## config.mk

```make
export PLATFORM = sky130hd
export DESIGN_NAME = common_irq_and_buffer_config
export DESIGN_NICKNAME = d
export VERILOG_FILES = /design/src/rtl/common_irq_pkg.sv /design/src/rtl/common_irq_and_buffer_config.sv
export SDC_FILE = /design/constraint.sdc
export NUM_CORES = 1
export LEC_CHECK = 0
export ABC_AREA = 1
export BUFFER_PORTS_ARGS = -buffer_cell sky130_fd_sc_hd__buf_2
export CAP_MARGIN = 15
export CORE_ASPECT_RATIO = 1.4
export CORE_MARGIN = 4
export CORE_UTILIZATION = 45
export DETAILED_ROUTE_END_ITERATION = 7
export GPL_TIMING_DRIVEN = 0
export PLACE_DENSITY = 0.73
export SYNTH_ARGS = -nofsm -noshare
export SYNTH_HDL_FRONTEND = slang
export SYNTH_SLANG_ARGS = --single-unit
```

## constraint.sdc

```tcl
create_clock -name ref_clk -period 3.6 [get_ports ref_clk]
set_input_delay 0.54 -clock ref_clk [delete_from_list [all_inputs] [get_ports ref_clk]]
set_output_delay 0.54 -clock ref_clk [all_outputs]
set_load 0.02 [all_outputs]
```

## src/rtl/common_irq_pkg.sv

```systemverilog
// constants, register map and carrier types of the common interrupt and buffer config bank
package common_irq_pkg;

  // ==========================================================
  // register offsets (byte addresses on the host register port)
  localparam logic [15:0] OFS_INTERRUPT_FLAGS = 16'h0015;
  localparam logic [15:0] OFS_INTERRUPT_ENABLES = 16'h0016;
  localparam logic [15:0] OFS_RETRY_INTERVAL_HI = 16'h0017;
  localparam logic [15:0] OFS_RETRY_INTERVAL_LO = 16'h0018;
  localparam logic [15:0] OFS_RETRY_LIMIT = 16'h0019;
  localparam logic [15:0] OFS_RX_BUFFER_SIZES = 16'h001A;
  localparam logic [15:0] OFS_TX_BUFFER_SIZES = 16'h001B;
  localparam logic [15:0] OFS_WAKE_EVENT_FLAGS = 16'h0020;
  localparam logic [15:0] OFS_WAKE_EVENT_ENABLES = 16'h0021;
  localparam logic [15:0] OFS_LCP_ECHO_PERIOD = 16'h0028;
  localparam logic [15:0] OFS_PEER_IP_0 = 16'h002A;
  localparam logic [15:0] OFS_PEER_IP_1 = 16'h002B;
  localparam logic [15:0] OFS_PEER_IP_2 = 16'h002C;
  localparam logic [15:0] OFS_PEER_IP_3 = 16'h002D;
  localparam logic [15:0] OFS_PEER_PORT_HI = 16'h002E;
  localparam logic [15:0] OFS_PEER_PORT_LO = 16'h002F;

  // ==========================================================
  // reset values
  localparam logic [7:0] RST_FLAGS = 8'h00;
  localparam logic [7:0] RST_ENABLES = 8'h00;
  localparam logic [15:0] RST_RETRY_INTERVAL = 16'h07D0;
  localparam logic [7:0] RST_RETRY_LIMIT = 8'h08;
  localparam logic [7:0] RST_BUFFER_SIZES = 8'h55;
  localparam logic [7:0] RST_LCP_ECHO_PERIOD = 8'h28;
  localparam logic [31:0] RST_PEER_IP = 32'h0000_0000;
  localparam logic [15:0] RST_PEER_PORT = 16'h0000;
  localparam logic [15:0] RST_PEND_COUNT = 16'h0000;

  // ==========================================================
  // field positions and masks
  localparam int BIT_IP_CLASH = 7;
  localparam int BIT_PORT_UNREACHABLE_FLAG = 6;
  localparam int BIT_PPPOE_END = 5;
  localparam int BIT_WAKE = 0;
  localparam int NUM_SOCKETS = 4;
  localparam logic [7:0] FLAGS_IMPL_MASK = 8'hEF;
  localparam logic [7:0] FLAGS_W1C_MASK = 8'hE0;
  localparam logic [7:0] WAKE_IMPL_MASK = 8'h01;
  localparam logic [7:0] BYTE_ZERO = 8'h00;

  // ==========================================================
  // timing: units of the held values and the pending-delay prescaler
  localparam int RETRY_UNIT_US = 100;
  localparam int LCP_UNIT_MS = 25;
  localparam int CLK_PERIOD_NS = 8;
  localparam logic [1:0] PEND_PRESCALE_LAST = 2'h3;  // decrement every 4 clocks
  localparam logic [15:0] PEND_STEP = 16'h0001;

  // ==========================================================
  // carriers
  typedef struct packed {
    logic wr;
    logic rd;
    logic [15:0] addr;
    logic [7:0] wdata;
  } reg_req_t;

  typedef struct packed {
    logic [15:0] retry_interval;
    logic [7:0] retry_limit;
    logic [7:0] rx_buffer_sizes;
    logic [7:0] tx_buffer_sizes;
    logic [7:0] lcp_echo_period;
  } cfg_t;

  typedef struct packed {
    logic [31:0] ip;
    logic [15:0] port;
  } peer_t;

endpackage : common_irq_pkg

```

## src/rtl/common_irq_and_buffer_config.sv

```systemverilog
// common interrupt flags, masks, host alert pin and socket buffer/retry configuration
`timescale 1ns/1ns
module common_irq_and_buffer_config (
  input wire logic ref_clk,
  input wire logic rst_n,
  input wire common_irq_pkg::reg_req_t reg_req,
  output logic [7:0] reg_rdata,
  input wire logic ip_clash_event,
  input wire logic port_unreachable_flag_event,
  input wire common_irq_pkg::peer_t port_unreachable_flag_peer_in,
  input wire logic pppoe_end_event,
  input wire logic pppoe_active,
  input wire logic wake_event,
  input wire logic [31:0] socket_event_reg,
  input wire logic [31:0] socket_retry_count,
  input wire logic pin_alert_enable,
  input wire logic [15:0] pending_delay,
  output logic host_alert_n,
  output common_irq_pkg::cfg_t cfg,
  output common_irq_pkg::peer_t unreachable_peer,
  output logic [15:0] socket_retry_time,
  output logic [3:0] socket_retry_load
);

  // ==========================================================
  // state
  logic [7:0] flags_q, flags_d;
  logic [7:0] enables_q, enables_d;
  logic [7:0] wake_q, wake_d;
  logic [7:0] wake_en_q, wake_en_d;
  common_irq_pkg::cfg_t cfg_q, cfg_d;
  common_irq_pkg::peer_t peer_q, peer_d;
  logic [7:0] rdata_q, rdata_d;
  logic alert_n_q, alert_n_d;
  logic [15:0] pend_q, pend_d;
  logic [1:0] pre_q, pre_d;
  logic [3:0] load_q, load_d;
  logic [3:0] sock_pending;
  logic wr_hit_flags, wr_hit_wake;
  logic alert_cond;

  // per-socket pending summary and retry reload request
  genvar gi;
  generate
    for (gi = 0; gi < common_irq_pkg::NUM_SOCKETS; gi++) begin : g_sock
      assign sock_pending[gi] = |socket_event_reg[gi*8 +: 8];
      assign load_d[gi] = (socket_retry_count[gi*8 +: 8] == common_irq_pkg::BYTE_ZERO);
    end
  endgenerate

  assign wr_hit_flags = reg_req.wr && (reg_req.addr == common_irq_pkg::OFS_INTERRUPT_FLAGS);
  assign wr_hit_wake = reg_req.wr && (reg_req.addr == common_irq_pkg::OFS_WAKE_EVENT_FLAGS);

  // ==========================================================
  // flag registers: set beats a same-cycle write-one clear
  always_comb begin
    flags_d = flags_q;
    wake_d = wake_q;
    peer_d = peer_q;
    if (wr_hit_flags) begin
      flags_d = flags_q & ~(reg_req.wdata & common_irq_pkg::FLAGS_W1C_MASK);
    end
    if (wr_hit_wake) begin
      wake_d = wake_q & ~(reg_req.wdata & common_irq_pkg::WAKE_IMPL_MASK);
    end
    if (ip_clash_event) begin
      flags_d[common_irq_pkg::BIT_IP_CLASH] = 1'b1;
    end
    if (port_unreachable_flag_event) begin
      flags_d[common_irq_pkg::BIT_PORT_UNREACHABLE_FLAG] = 1'b1;
      peer_d = port_unreachable_flag_peer_in;
    end
    if (pppoe_end_event && pppoe_active) begin
      flags_d[common_irq_pkg::BIT_PPPOE_END] = 1'b1;
    end
    if (wake_event) begin
      wake_d[common_irq_pkg::BIT_WAKE] = 1'b1;
    end
    // socket bits follow their own event registers, host writes have no effect
    flags_d[common_irq_pkg::NUM_SOCKETS-1:0] = sock_pending;
    flags_d = flags_d & common_irq_pkg::FLAGS_IMPL_MASK;
    wake_d = wake_d & common_irq_pkg::WAKE_IMPL_MASK;
  end

  // ==========================================================
  // plain read/write configuration
  always_comb begin
    enables_d = enables_q;
    wake_en_d = wake_en_q;
    cfg_d = cfg_q;
    if (reg_req.wr) begin
      if (reg_req.addr == common_irq_pkg::OFS_INTERRUPT_ENABLES) begin
        enables_d = reg_req.wdata & common_irq_pkg::FLAGS_IMPL_MASK;
      end else if (reg_req.addr == common_irq_pkg::OFS_WAKE_EVENT_ENABLES) begin
        wake_en_d = reg_req.wdata & common_irq_pkg::WAKE_IMPL_MASK;
      end else if (reg_req.addr == common_irq_pkg::OFS_RETRY_INTERVAL_HI) begin
        cfg_d.retry_interval[15:8] = reg_req.wdata;
      end else if (reg_req.addr == common_irq_pkg::OFS_RETRY_INTERVAL_LO) begin
        cfg_d.retry_interval[7:0] = reg_req.wdata;
      end else if (reg_req.addr == common_irq_pkg::OFS_RETRY_LIMIT) begin
        cfg_d.retry_limit = reg_req.wdata;
      end else if (reg_req.addr == common_irq_pkg::OFS_RX_BUFFER_SIZES) begin
        cfg_d.rx_buffer_sizes = reg_req.wdata;
      end else if (reg_req.addr == common_irq_pkg::OFS_TX_BUFFER_SIZES) begin
        cfg_d.tx_buffer_sizes = reg_req.wdata;
      end else if (reg_req.addr == common_irq_pkg::OFS_LCP_ECHO_PERIOD) begin
        cfg_d.lcp_echo_period = reg_req.wdata;
      end
    end
  end

  // ==========================================================
  // read mux, registered; unmapped offsets read zero
  always_comb begin
    rdata_d = rdata_q;
    if (reg_req.rd) begin
      if (reg_req.addr == common_irq_pkg::OFS_INTERRUPT_FLAGS) begin
        rdata_d = flags_q;
      end else if (reg_req.addr == common_irq_pkg::OFS_INTERRUPT_ENABLES) begin
        rdata_d = enables_q;
      end else if (reg_req.addr == common_irq_pkg::OFS_RETRY_INTERVAL_HI) begin
        rdata_d = cfg_q.retry_interval[15:8];
      end else if (reg_req.addr == common_irq_pkg::OFS_RETRY_INTERVAL_LO) begin
        rdata_d = cfg_q.retry_interval[7:0];
      end else if (reg_req.addr == common_irq_pkg::OFS_RETRY_LIMIT) begin
        rdata_d = cfg_q.retry_limit;
      end else if (reg_req.addr == common_irq_pkg::OFS_RX_BUFFER_SIZES) begin
        rdata_d = cfg_q.rx_buffer_sizes;
      end else if (reg_req.addr == common_irq_pkg::OFS_TX_BUFFER_SIZES) begin
        rdata_d = cfg_q.tx_buffer_sizes;
      end else if (reg_req.addr == common_irq_pkg::OFS_WAKE_EVENT_FLAGS) begin
        rdata_d = wake_q;
      end else if (reg_req.addr == common_irq_pkg::OFS_WAKE_EVENT_ENABLES) begin
        rdata_d = wake_en_q;
      end else if (reg_req.addr == common_irq_pkg::OFS_LCP_ECHO_PERIOD) begin
        rdata_d = cfg_q.lcp_echo_period;
      end else if (reg_req.addr == common_irq_pkg::OFS_PEER_IP_0) begin
        rdata_d = peer_q.ip[31:24];
      end else if (reg_req.addr == common_irq_pkg::OFS_PEER_IP_1) begin
        rdata_d = peer_q.ip[23:16];
      end else if (reg_req.addr == common_irq_pkg::OFS_PEER_IP_2) begin
        rdata_d = peer_q.ip[15:8];
      end else if (reg_req.addr == common_irq_pkg::OFS_PEER_IP_3) begin
        rdata_d = peer_q.ip[7:0];
      end else if (reg_req.addr == common_irq_pkg::OFS_PEER_PORT_HI) begin
        rdata_d = peer_q.port[15:8];
      end else if (reg_req.addr == common_irq_pkg::OFS_PEER_PORT_LO) begin
        rdata_d = peer_q.port[7:0];
      end else begin
        rdata_d = common_irq_pkg::BYTE_ZERO;
      end
    end
  end

  // ==========================================================
  // host alert pin with pending-delay holdoff
  // the condition uses registered flags, so the pin lags an event by two clocks
  assign alert_cond = (|(flags_q & enables_q)) || (|(wake_q & wake_en_q));

  always_comb begin
    pend_d = pend_q;
    pre_d = pre_q;
    alert_n_d = alert_n_q;
    if (!alert_n_q) begin
      // pin is low: release as soon as the cause or its enable goes away
      if (!alert_cond || !pin_alert_enable) begin
        alert_n_d = 1'b1;
        pend_d = pending_delay;
        pre_d = 2'h0;
      end
    end else begin
      if (pend_q != common_irq_pkg::RST_PEND_COUNT) begin
        pre_d = pre_q + 2'h1;
        if (pre_q == common_irq_pkg::PEND_PRESCALE_LAST) begin
          pend_d = pend_q - common_irq_pkg::PEND_STEP;
        end
      end
      if (alert_cond && pin_alert_enable && (pend_q == common_irq_pkg::RST_PEND_COUNT)) begin
        alert_n_d = 1'b0;
      end
    end
  end

  // ==========================================================
  // registers
  always_ff @(posedge ref_clk or negedge rst_n) begin
    if (!rst_n) begin
      flags_q <= common_irq_pkg::RST_FLAGS;
      enables_q <= common_irq_pkg::RST_ENABLES;
      wake_q <= common_irq_pkg::RST_FLAGS;
      wake_en_q <= common_irq_pkg::RST_ENABLES;
      cfg_q.retry_interval <= common_irq_pkg::RST_RETRY_INTERVAL;
      cfg_q.retry_limit <= common_irq_pkg::RST_RETRY_LIMIT;
      cfg_q.rx_buffer_sizes <= common_irq_pkg::RST_BUFFER_SIZES;
      cfg_q.tx_buffer_sizes <= common_irq_pkg::RST_BUFFER_SIZES;
      cfg_q.lcp_echo_period <= common_irq_pkg::RST_LCP_ECHO_PERIOD;
      peer_q.ip <= common_irq_pkg::RST_PEER_IP;
      peer_q.port <= common_irq_pkg::RST_PEER_PORT;
      rdata_q <= common_irq_pkg::BYTE_ZERO;
      alert_n_q <= 1'b1;
      pend_q <= common_irq_pkg::RST_PEND_COUNT;
      pre_q <= 2'h0;
      load_q <= 4'h0;
    end else begin
      flags_q <= flags_d;
      enables_q <= enables_d;
      wake_q <= wake_d;
      wake_en_q <= wake_en_d;
      cfg_q <= cfg_d;
      peer_q <= peer_d;
      rdata_q <= rdata_d;
      alert_n_q <= alert_n_d;
      pend_q <= pend_d;
      pre_q <= pre_d;
      load_q <= load_d;
    end
  end

  // outputs straight from flops; socket retry seed is the interval register itself
  assign reg_rdata = rdata_q;
  assign host_alert_n = alert_n_q;
  assign cfg = cfg_q;
  assign unreachable_peer = peer_q;
  assign socket_retry_time = cfg_q.retry_interval;
  assign socket_retry_load = load_q;

endmodule : common_irq_and_buffer_config

```

---- Word level (Yosys, flattened, before mapping) ----
Index checks and enable logic that the tools add are counted.
storage, ports and cells
  output and inout port bits .............. 125
  word-level logic and storage cells ...... 122
  register bits ........................... 143
  input bits .............................. 162
operators by class
  mux-type cells .......................... 32
  add/subtract/negate cells ............... 2
  reduce and logical (&&, ||, !) cells .... 36
  bitwise operators ....................... 13
  equality and inequality tests ........... 19
operators by type and width
  operator                                               count
  equality test 16 x 6 -> 1 bit (second input constant)  9
  two-way mux 8 bit                                      17
  equality test 16 x 5 -> 1 bit (second input constant)  7
  two-way mux 16 bit                                     4
  OR reduction 8 bit                                     6
  zero test 8 bit                                        4
  AND 8 bit                                              2
  zero test 16 bit                                       1
  nonzero test 16 bit                                    1
  subtractor 16 x 1 -> 16 bit (second input constant)    1
  nonzero test 2 bit                                     5
  AND reduction 9 bit                                    1
  two-way mux 1 bit                                      8
  NOT 1 bit                                              8
  NOT 8 bit                                              1
  AND reduction 8 bit                                    1
  AND reduction 7 bit                                    1
  two-way mux 2 bit                                      3
  AND reduction 3 bit                                    2
  AND reduction 6 bit                                    1
  logical AND 1 bit                                      5
  AND reduction 5 bit                                    1
  != test 2 x 1 -> 1 bit (second input constant)         2
  AND reduction 2 bit                                    2
  6 further kinds                                        9

---- Longest topological paths before layout ----
  depth in word-level cells ............... 17
  gate-level depth with buffers ........... 18
  depth with buffers taken out ............ 18

---- Worst setup path after synthesis ----
OpenSTA, ideal clock, no wires.
  path type ............................... input -> register
  start ................................... in reg_req[23] (netlist name)
  end ..................................... reg rdata_q[6] (netlist: reg_rdata[6])
  buffers on the path ..................... 0
  path slack .............................. 1.620 ns
  arrival time ............................ 1.858 ns
  setup time .............................. 0.122 ns
  data required time ...................... 3.478 ns
  stages on the path ...................... 12
  cell sequence ........................... nor2_1 -> nand2_2 -> nor2_8 -> nand2_4 -> nor3_2 -> inv_1 -> nand2_1 -> nor2_1 -> a21oi_1 -> nand3_1 -> nand2_1 -> a21oi_1
between the ends
  word-level cells in the longest chain between the ends .. 17
  elaborated cells between the ends (all ways) .. 32
  those cells by class .................... eq/ne: 16; mux: 16
ends and longest elaborated chain
  item                           line                                 text
  from (decl)                    common_irq_and_buffer_config.sv:6    input wire common_irq_pkg::reg_req_t reg_req,
  equality test 16 x 6 -> 1 bit  common_irq_and_buffer_config.sv:147  end else if (reg_req.addr == common_irq_pkg::OFS_PEER_PORT_LO) begin
  two-way mux 8 bit              common_irq_and_buffer_config.sv:147
  two-way mux 8 bit              common_irq_and_buffer_config.sv:145  end else if (reg_req.addr == common_irq_pkg::OFS_PEER_PORT_HI) begin
  two-way mux 8 bit              common_irq_and_buffer_config.sv:143  end else if (reg_req.addr == common_irq_pkg::OFS_PEER_IP_3) begin
  two-way mux 8 bit              common_irq_and_buffer_config.sv:141  end else if (reg_req.addr == common_irq_pkg::OFS_PEER_IP_2) begin
  two-way mux 8 bit              common_irq_and_buffer_config.sv:139  end else if (reg_req.addr == common_irq_pkg::OFS_PEER_IP_1) begin
  two-way mux 8 bit              common_irq_and_buffer_config.sv:137  end else if (reg_req.addr == common_irq_pkg::OFS_PEER_IP_0) begin
  two-way mux 8 bit              common_irq_and_buffer_config.sv:135  end else if (reg_req.addr == common_irq_pkg::OFS_LCP_ECHO_PERIOD) begin
  two-way mux 8 bit              common_irq_and_buffer_config.sv:133  end else if (reg_req.addr == common_irq_pkg::OFS_WAKE_EVENT_ENABLES) begin
  two-way mux 8 bit              common_irq_and_buffer_config.sv:131  end else if (reg_req.addr == common_irq_pkg::OFS_WAKE_EVENT_FLAGS) begin
  two-way mux 8 bit              common_irq_and_buffer_config.sv:129  end else if (reg_req.addr == common_irq_pkg::OFS_TX_BUFFER_SIZES) begin
  two-way mux 8 bit              common_irq_and_buffer_config.sv:127  end else if (reg_req.addr == common_irq_pkg::OFS_RX_BUFFER_SIZES) begin
  two-way mux 8 bit              common_irq_and_buffer_config.sv:125  end else if (reg_req.addr == common_irq_pkg::OFS_RETRY_LIMIT) begin
  two-way mux 8 bit              common_irq_and_buffer_config.sv:123  end else if (reg_req.addr == common_irq_pkg::OFS_RETRY_INTERVAL_LO) begin
  two-way mux 8 bit              common_irq_and_buffer_config.sv:121  end else if (reg_req.addr == common_irq_pkg::OFS_RETRY_INTERVAL_HI) begin
  two-way mux 8 bit              common_irq_and_buffer_config.sv:119  end else if (reg_req.addr == common_irq_pkg::OFS_INTERRUPT_ENABLES) begin
  two-way mux 8 bit *            common_irq_and_buffer_config.sv:117  if (reg_req.addr == common_irq_pkg::OFS_INTERRUPT_FLAGS) begin
  to (signal assigned)           common_irq_and_buffer_config.sv:199  rdata_q <= common_irq_pkg::BYTE_ZERO;
  to (signal assigned)           common_irq_and_buffer_config.sv:211  rdata_q <= rdata_d;
  to (decl)                      common_irq_and_buffer_config.sv:33   logic [7:0] rdata_q, rdata_d;
Mark *: on every way between the ends. The rest lies on a longest branch, timed or not.
A chain may end at the register's enable or synchronous reset.

---- Final worst setup path ----
  start ................................... reg pend_q[0]
  end ..................................... reg pend_q[0]
between the ends
  word-level cells in the longest chain between the ends .. 4
  elaborated cells between the ends (all ways) .. 7
  those cells by class .................... add/sub: 1; eq/ne: 1; mux: 3; reduce/logical: 2
ends and longest elaborated chain
  item                         line                                 text
  from (decl)                  common_irq_and_buffer_config.sv:35   logic [15:0] pend_q, pend_d;
  from (signal assigned)       common_irq_and_buffer_config.sv:201  pend_q <= common_irq_pkg::RST_PEND_COUNT;
  from (signal assigned)       common_irq_and_buffer_config.sv:213  pend_q <= pend_d;
  subtractor 16 x 1 -> 16 bit  common_irq_and_buffer_config.sv:175  pend_d = pend_q - common_irq_pkg::PEND_STEP;
  two-way mux 16 bit           common_irq_and_buffer_config.sv:174  if (pre_q == common_irq_pkg::PEND_PRESCALE_LAST) begin
  two-way mux 16 bit           common_irq_and_buffer_config.sv:172  if (pend_q != common_irq_pkg::RST_PEND_COUNT) begin
  two-way mux 16 bit           common_irq_and_buffer_config.sv:164  if (!alert_n_q) begin
Several ways; a longest one is shown, not always the timed one. The select of a mux whose other input is x is not followed.

==> metrics.txt <==
# resized after CTS=0; Residual DRC=0; Worst VDD drop=~0.00032 V; DRT antenna net count=0; Power per Cell Area=412 nW/um2; CP cell instances=inv_1 -> ha_1 -> inv_1 -> nor2_1 -> nand4_1 -> o21ai_1 -> nand2_1 -> o21ai_2 -> inv_2 -> buf_2 -> o211ai_1 -> o21ai_0; commonest non-fill, non-tap cell in the layout=nand2_1; Worst path slowest cell=dfrtp_1; Yosys warning count=0; fin nets=1422; post-layout min period=~2300 ps; # port buffers=285; worst-margin pin slew=roughly 560 ps; Clk Latency, worst-skew pair=420 ps; xor and xnor area share after synthesis=0.706%; largest stage delay on the critical path=about 370 ps; Clock Skew=about 8.1 ps; initial core utilization=a little under half; FF+latch count, synth=roughly 140; Bufs on Longest Clock Path=2; Max Cap Viol=0; area grow syn2layout=31.8%; TNS Setup=0 ps; largest family of logic cells by synthesized area=simple AND/OR/NAND/NOR gates; placed cell count=1438; HPWL Detailed=between 15000 and 20000 um; clock network power share=about half; share of layout cells above drive strength 1=31.5%; Final setup viols=0; Post-Synth Simple-Gate Area=31.1%; Post-Syn Area=~7400 um2; Final Hold Viols=0; Die ar.=between 15000 and 20000 um2; total CTS buffers=17; Ports=~290; clk sinks=between 100 and 150; drt total wl=23900 um; final instance area=9800 um2; Int Power=about 3.1 mW; startpoint types=register; Async S/R FF share, synth=between 90% and 100%; vias in the first global route=~7500; worst-path maximum fanout=10; kind of critical path=reg2reg; worst reg2reg setup slack=around 1300 ps; largest area contributor in the netlist=dfrtp_1; CP delay by family, top=compound AO/OA/AOI/OAI gates; Total Power=between 4 and 5 mW; post-synthesis mux area share=0%; initial antenna violation count=1; CP most frequent cell=inv_1; synthesized area per cell=7.81 um2; CTS tree=done; Synth Instances=953; Synth Area in Adders=less than 1%; Synth Flop Type=dfrtp_1; post-synthesis compound-gate area fraction=a little under an eighth; Tot GR Track Use=between 20% and 30%; Syn Nets=1117; CP required=between 3000 and 4000 ps; RSZ-0062 raised after global routing=no; # hold bufs at CTS=0; Final Slew Violations=0; dominant cells by area after synthesis=dfrtp_1 42%, nand2_1 16%, dfstp_2 6.4%; Net Sw Power=about 0.97 mW; top-area cell type share of the netlist area=between 40% and 50%; die width=117 um; leading cell types in the layout, fill and taps excluded=308 x nand2_1, 290 x buf_2, 125 x dfrtp_1; outcome=completed; buffer and inverter count on the worst path=4; hold slack=a little under 80 ps; first-pass GRT wire length=37700 um; Peak Freq=roughly 440 MHz; Worst Hold Class=in2async; Seq pwr share=around 42%; vias=7657; EDFF count, synth=0; drt pass-1 iters=7; global route overflow=0; Setup crit end kind=register; Core Footprint=between 15000 and 20000 um2; routability congestion estimate=between 0.8 and 0.9; Clk pin slew, worst setup/hold paths=approximately 60 ps; CP arrival=2580 ps; Post-CTS Setup Bufs=0; combinational share of power=9.5%; Die Y=160 um; post-placement cell area=a little over 9000 um2; largest net degree at the start of global routing=slightly below 90; total leakage power=around 5.3 nW; register area share after synthesis=roughly half; post-route insts no fill=~1500; DRT iter0 DRCs=approximately 520; CTS root buf=clkbuf_16; switching portion of total power=between 20% and 30%; Max transition margin=approximately 63%; Avg Vias per Cell=between 5 and 6; post-synthesis cell type count=47; fin crit share=approximately 63%; WL/cell=about 16 um; # rows=55; H-tree levels=4
cells in the mapped netlist (2+ instances only):
| library cell | instances |
|---|---|
| nor2_1 | 89 |
| buf_2 | 6 |
| nand2_1 | 308 |
| buf_4 | 19 |
| nand3_1 | 40 |
| ha_1 | 2 |
| nor2_4 | 3 |
| a221oi_1 | 4 |
| nand4_1 | 15 |
| a31oi_1 | 6 |
| o22ai_1 | 5 |
| nor3_4 | 5 |
| nor4_1 | 18 |
| nor3_1 | 15 |
| clkbuf_1 | 17 |
| and2_1 | 4 |
| dfrtp_1 | 125 |
| buf_6 | 4 |
| inv_2 | 10 |
| a21oi_1 | 33 |
| o21ai_1 | 12 |
| or2_2 | 2 |
| o211ai_1 | 7 |
| inv_1 | 69 |
| o21bai_1 | 2 |
| xor2_1 | 5 |
| dfstp_2 | 18 |
| o21ai_0 | 82 |
| nand2_2 | 7 |
| nor3_2 | 4 |
cells by family after synthesis:
kind of cell,after synthesis
simple gates,519
xor+xnor,6
fa+ha+maj,2
compound gates,157
flops,143
buf+inv,126
per-stage QoR:
stage	utilization (%)	setup WS, ps
floorplan	-	1620
global placement	56.4	-35.7
detailed placement	56.6	1020
CTS	60.6	1300
global route	60.6	1100
finish	60.6	1310
final cells by class:
class | count | area, um2
Timing Repair Buffer | 286 | 1460
Antenna cell | 1 | 2.50
Clock inverter | 9 | 184
Tap cell | 199 | 249
Buffer | 47 | 285
Sequential cell | 143 | 3600
Fill cell | 1510 | 6370
Inverter | 79 | 297
Multi-Input combinational cell | 684 | 3260
Clock buffer | 23 | 468
path summary, 6_finish.rpt:
path | startpoint | depth (start not counted) | to
setup reg to reg | pend_q[0]$_DFFE_PN0P_ | 12 | pend_q[0]$_DFFE_PN0P_
hold reg to reg | reg_rdata[5]$_DFFE_PN0P_ | 2 | reg_rdata[5]$_DFFE_PN0P_
min in group ref_clk | socket_event_reg[12] | 3 | flags_q[1]$_DFF_PN0_
hold / removal | rst_n | 1 | pend_q[4]$_DFFE_PN0P_
max in group asynchronous | rst_n | 2 | cfg[5]$_DFFE_PN1P_
setup / recovery | pend_q[0]$_DFFE_PN0P_ | 12 | pend_q[0]$_DFFE_PN0P_
layer usage:
metal  global-route usage (%)  wire length, um  up-vias
li1                         -                -     3727
met1                     30.6             9150     3573
met2                     44.5            12400      304
met3                     5.38             1650       53
met4                     10.1              758        0
met5                        0                0        -
power groups by stage:
stage	Clock [mW]	Combinational, mW	Sequential [mW]
6_report	1.95	0.385	1.71
2_1_floorplan	0	0.105	1.79
3_3_place_gp	0	0.378	1.73
5_1_grt	2.05	0.430	1.71
3_5_place_dp	0	0.390	1.73
4_1_cts	1.98	0.391	1.71
registers in the layout (all words and copies together) (netlist names):
| register | flops |
|---|---|
| host_alert_n | 1 |
| wake_en_q | 1 |
| wake_q | 1 |
| flags_q | 7 |
| enables_q | 7 |
| pre_q | 2 |
| cfg | 32 |
| reg_rdata | 8 |
| socket_retry_time | 16 |
| socket_retry_load | 4 |
| pend_q | 16 |
| unreachable_peer | 48 |
No activity file was read; power rests on OpenSTA's default activity.
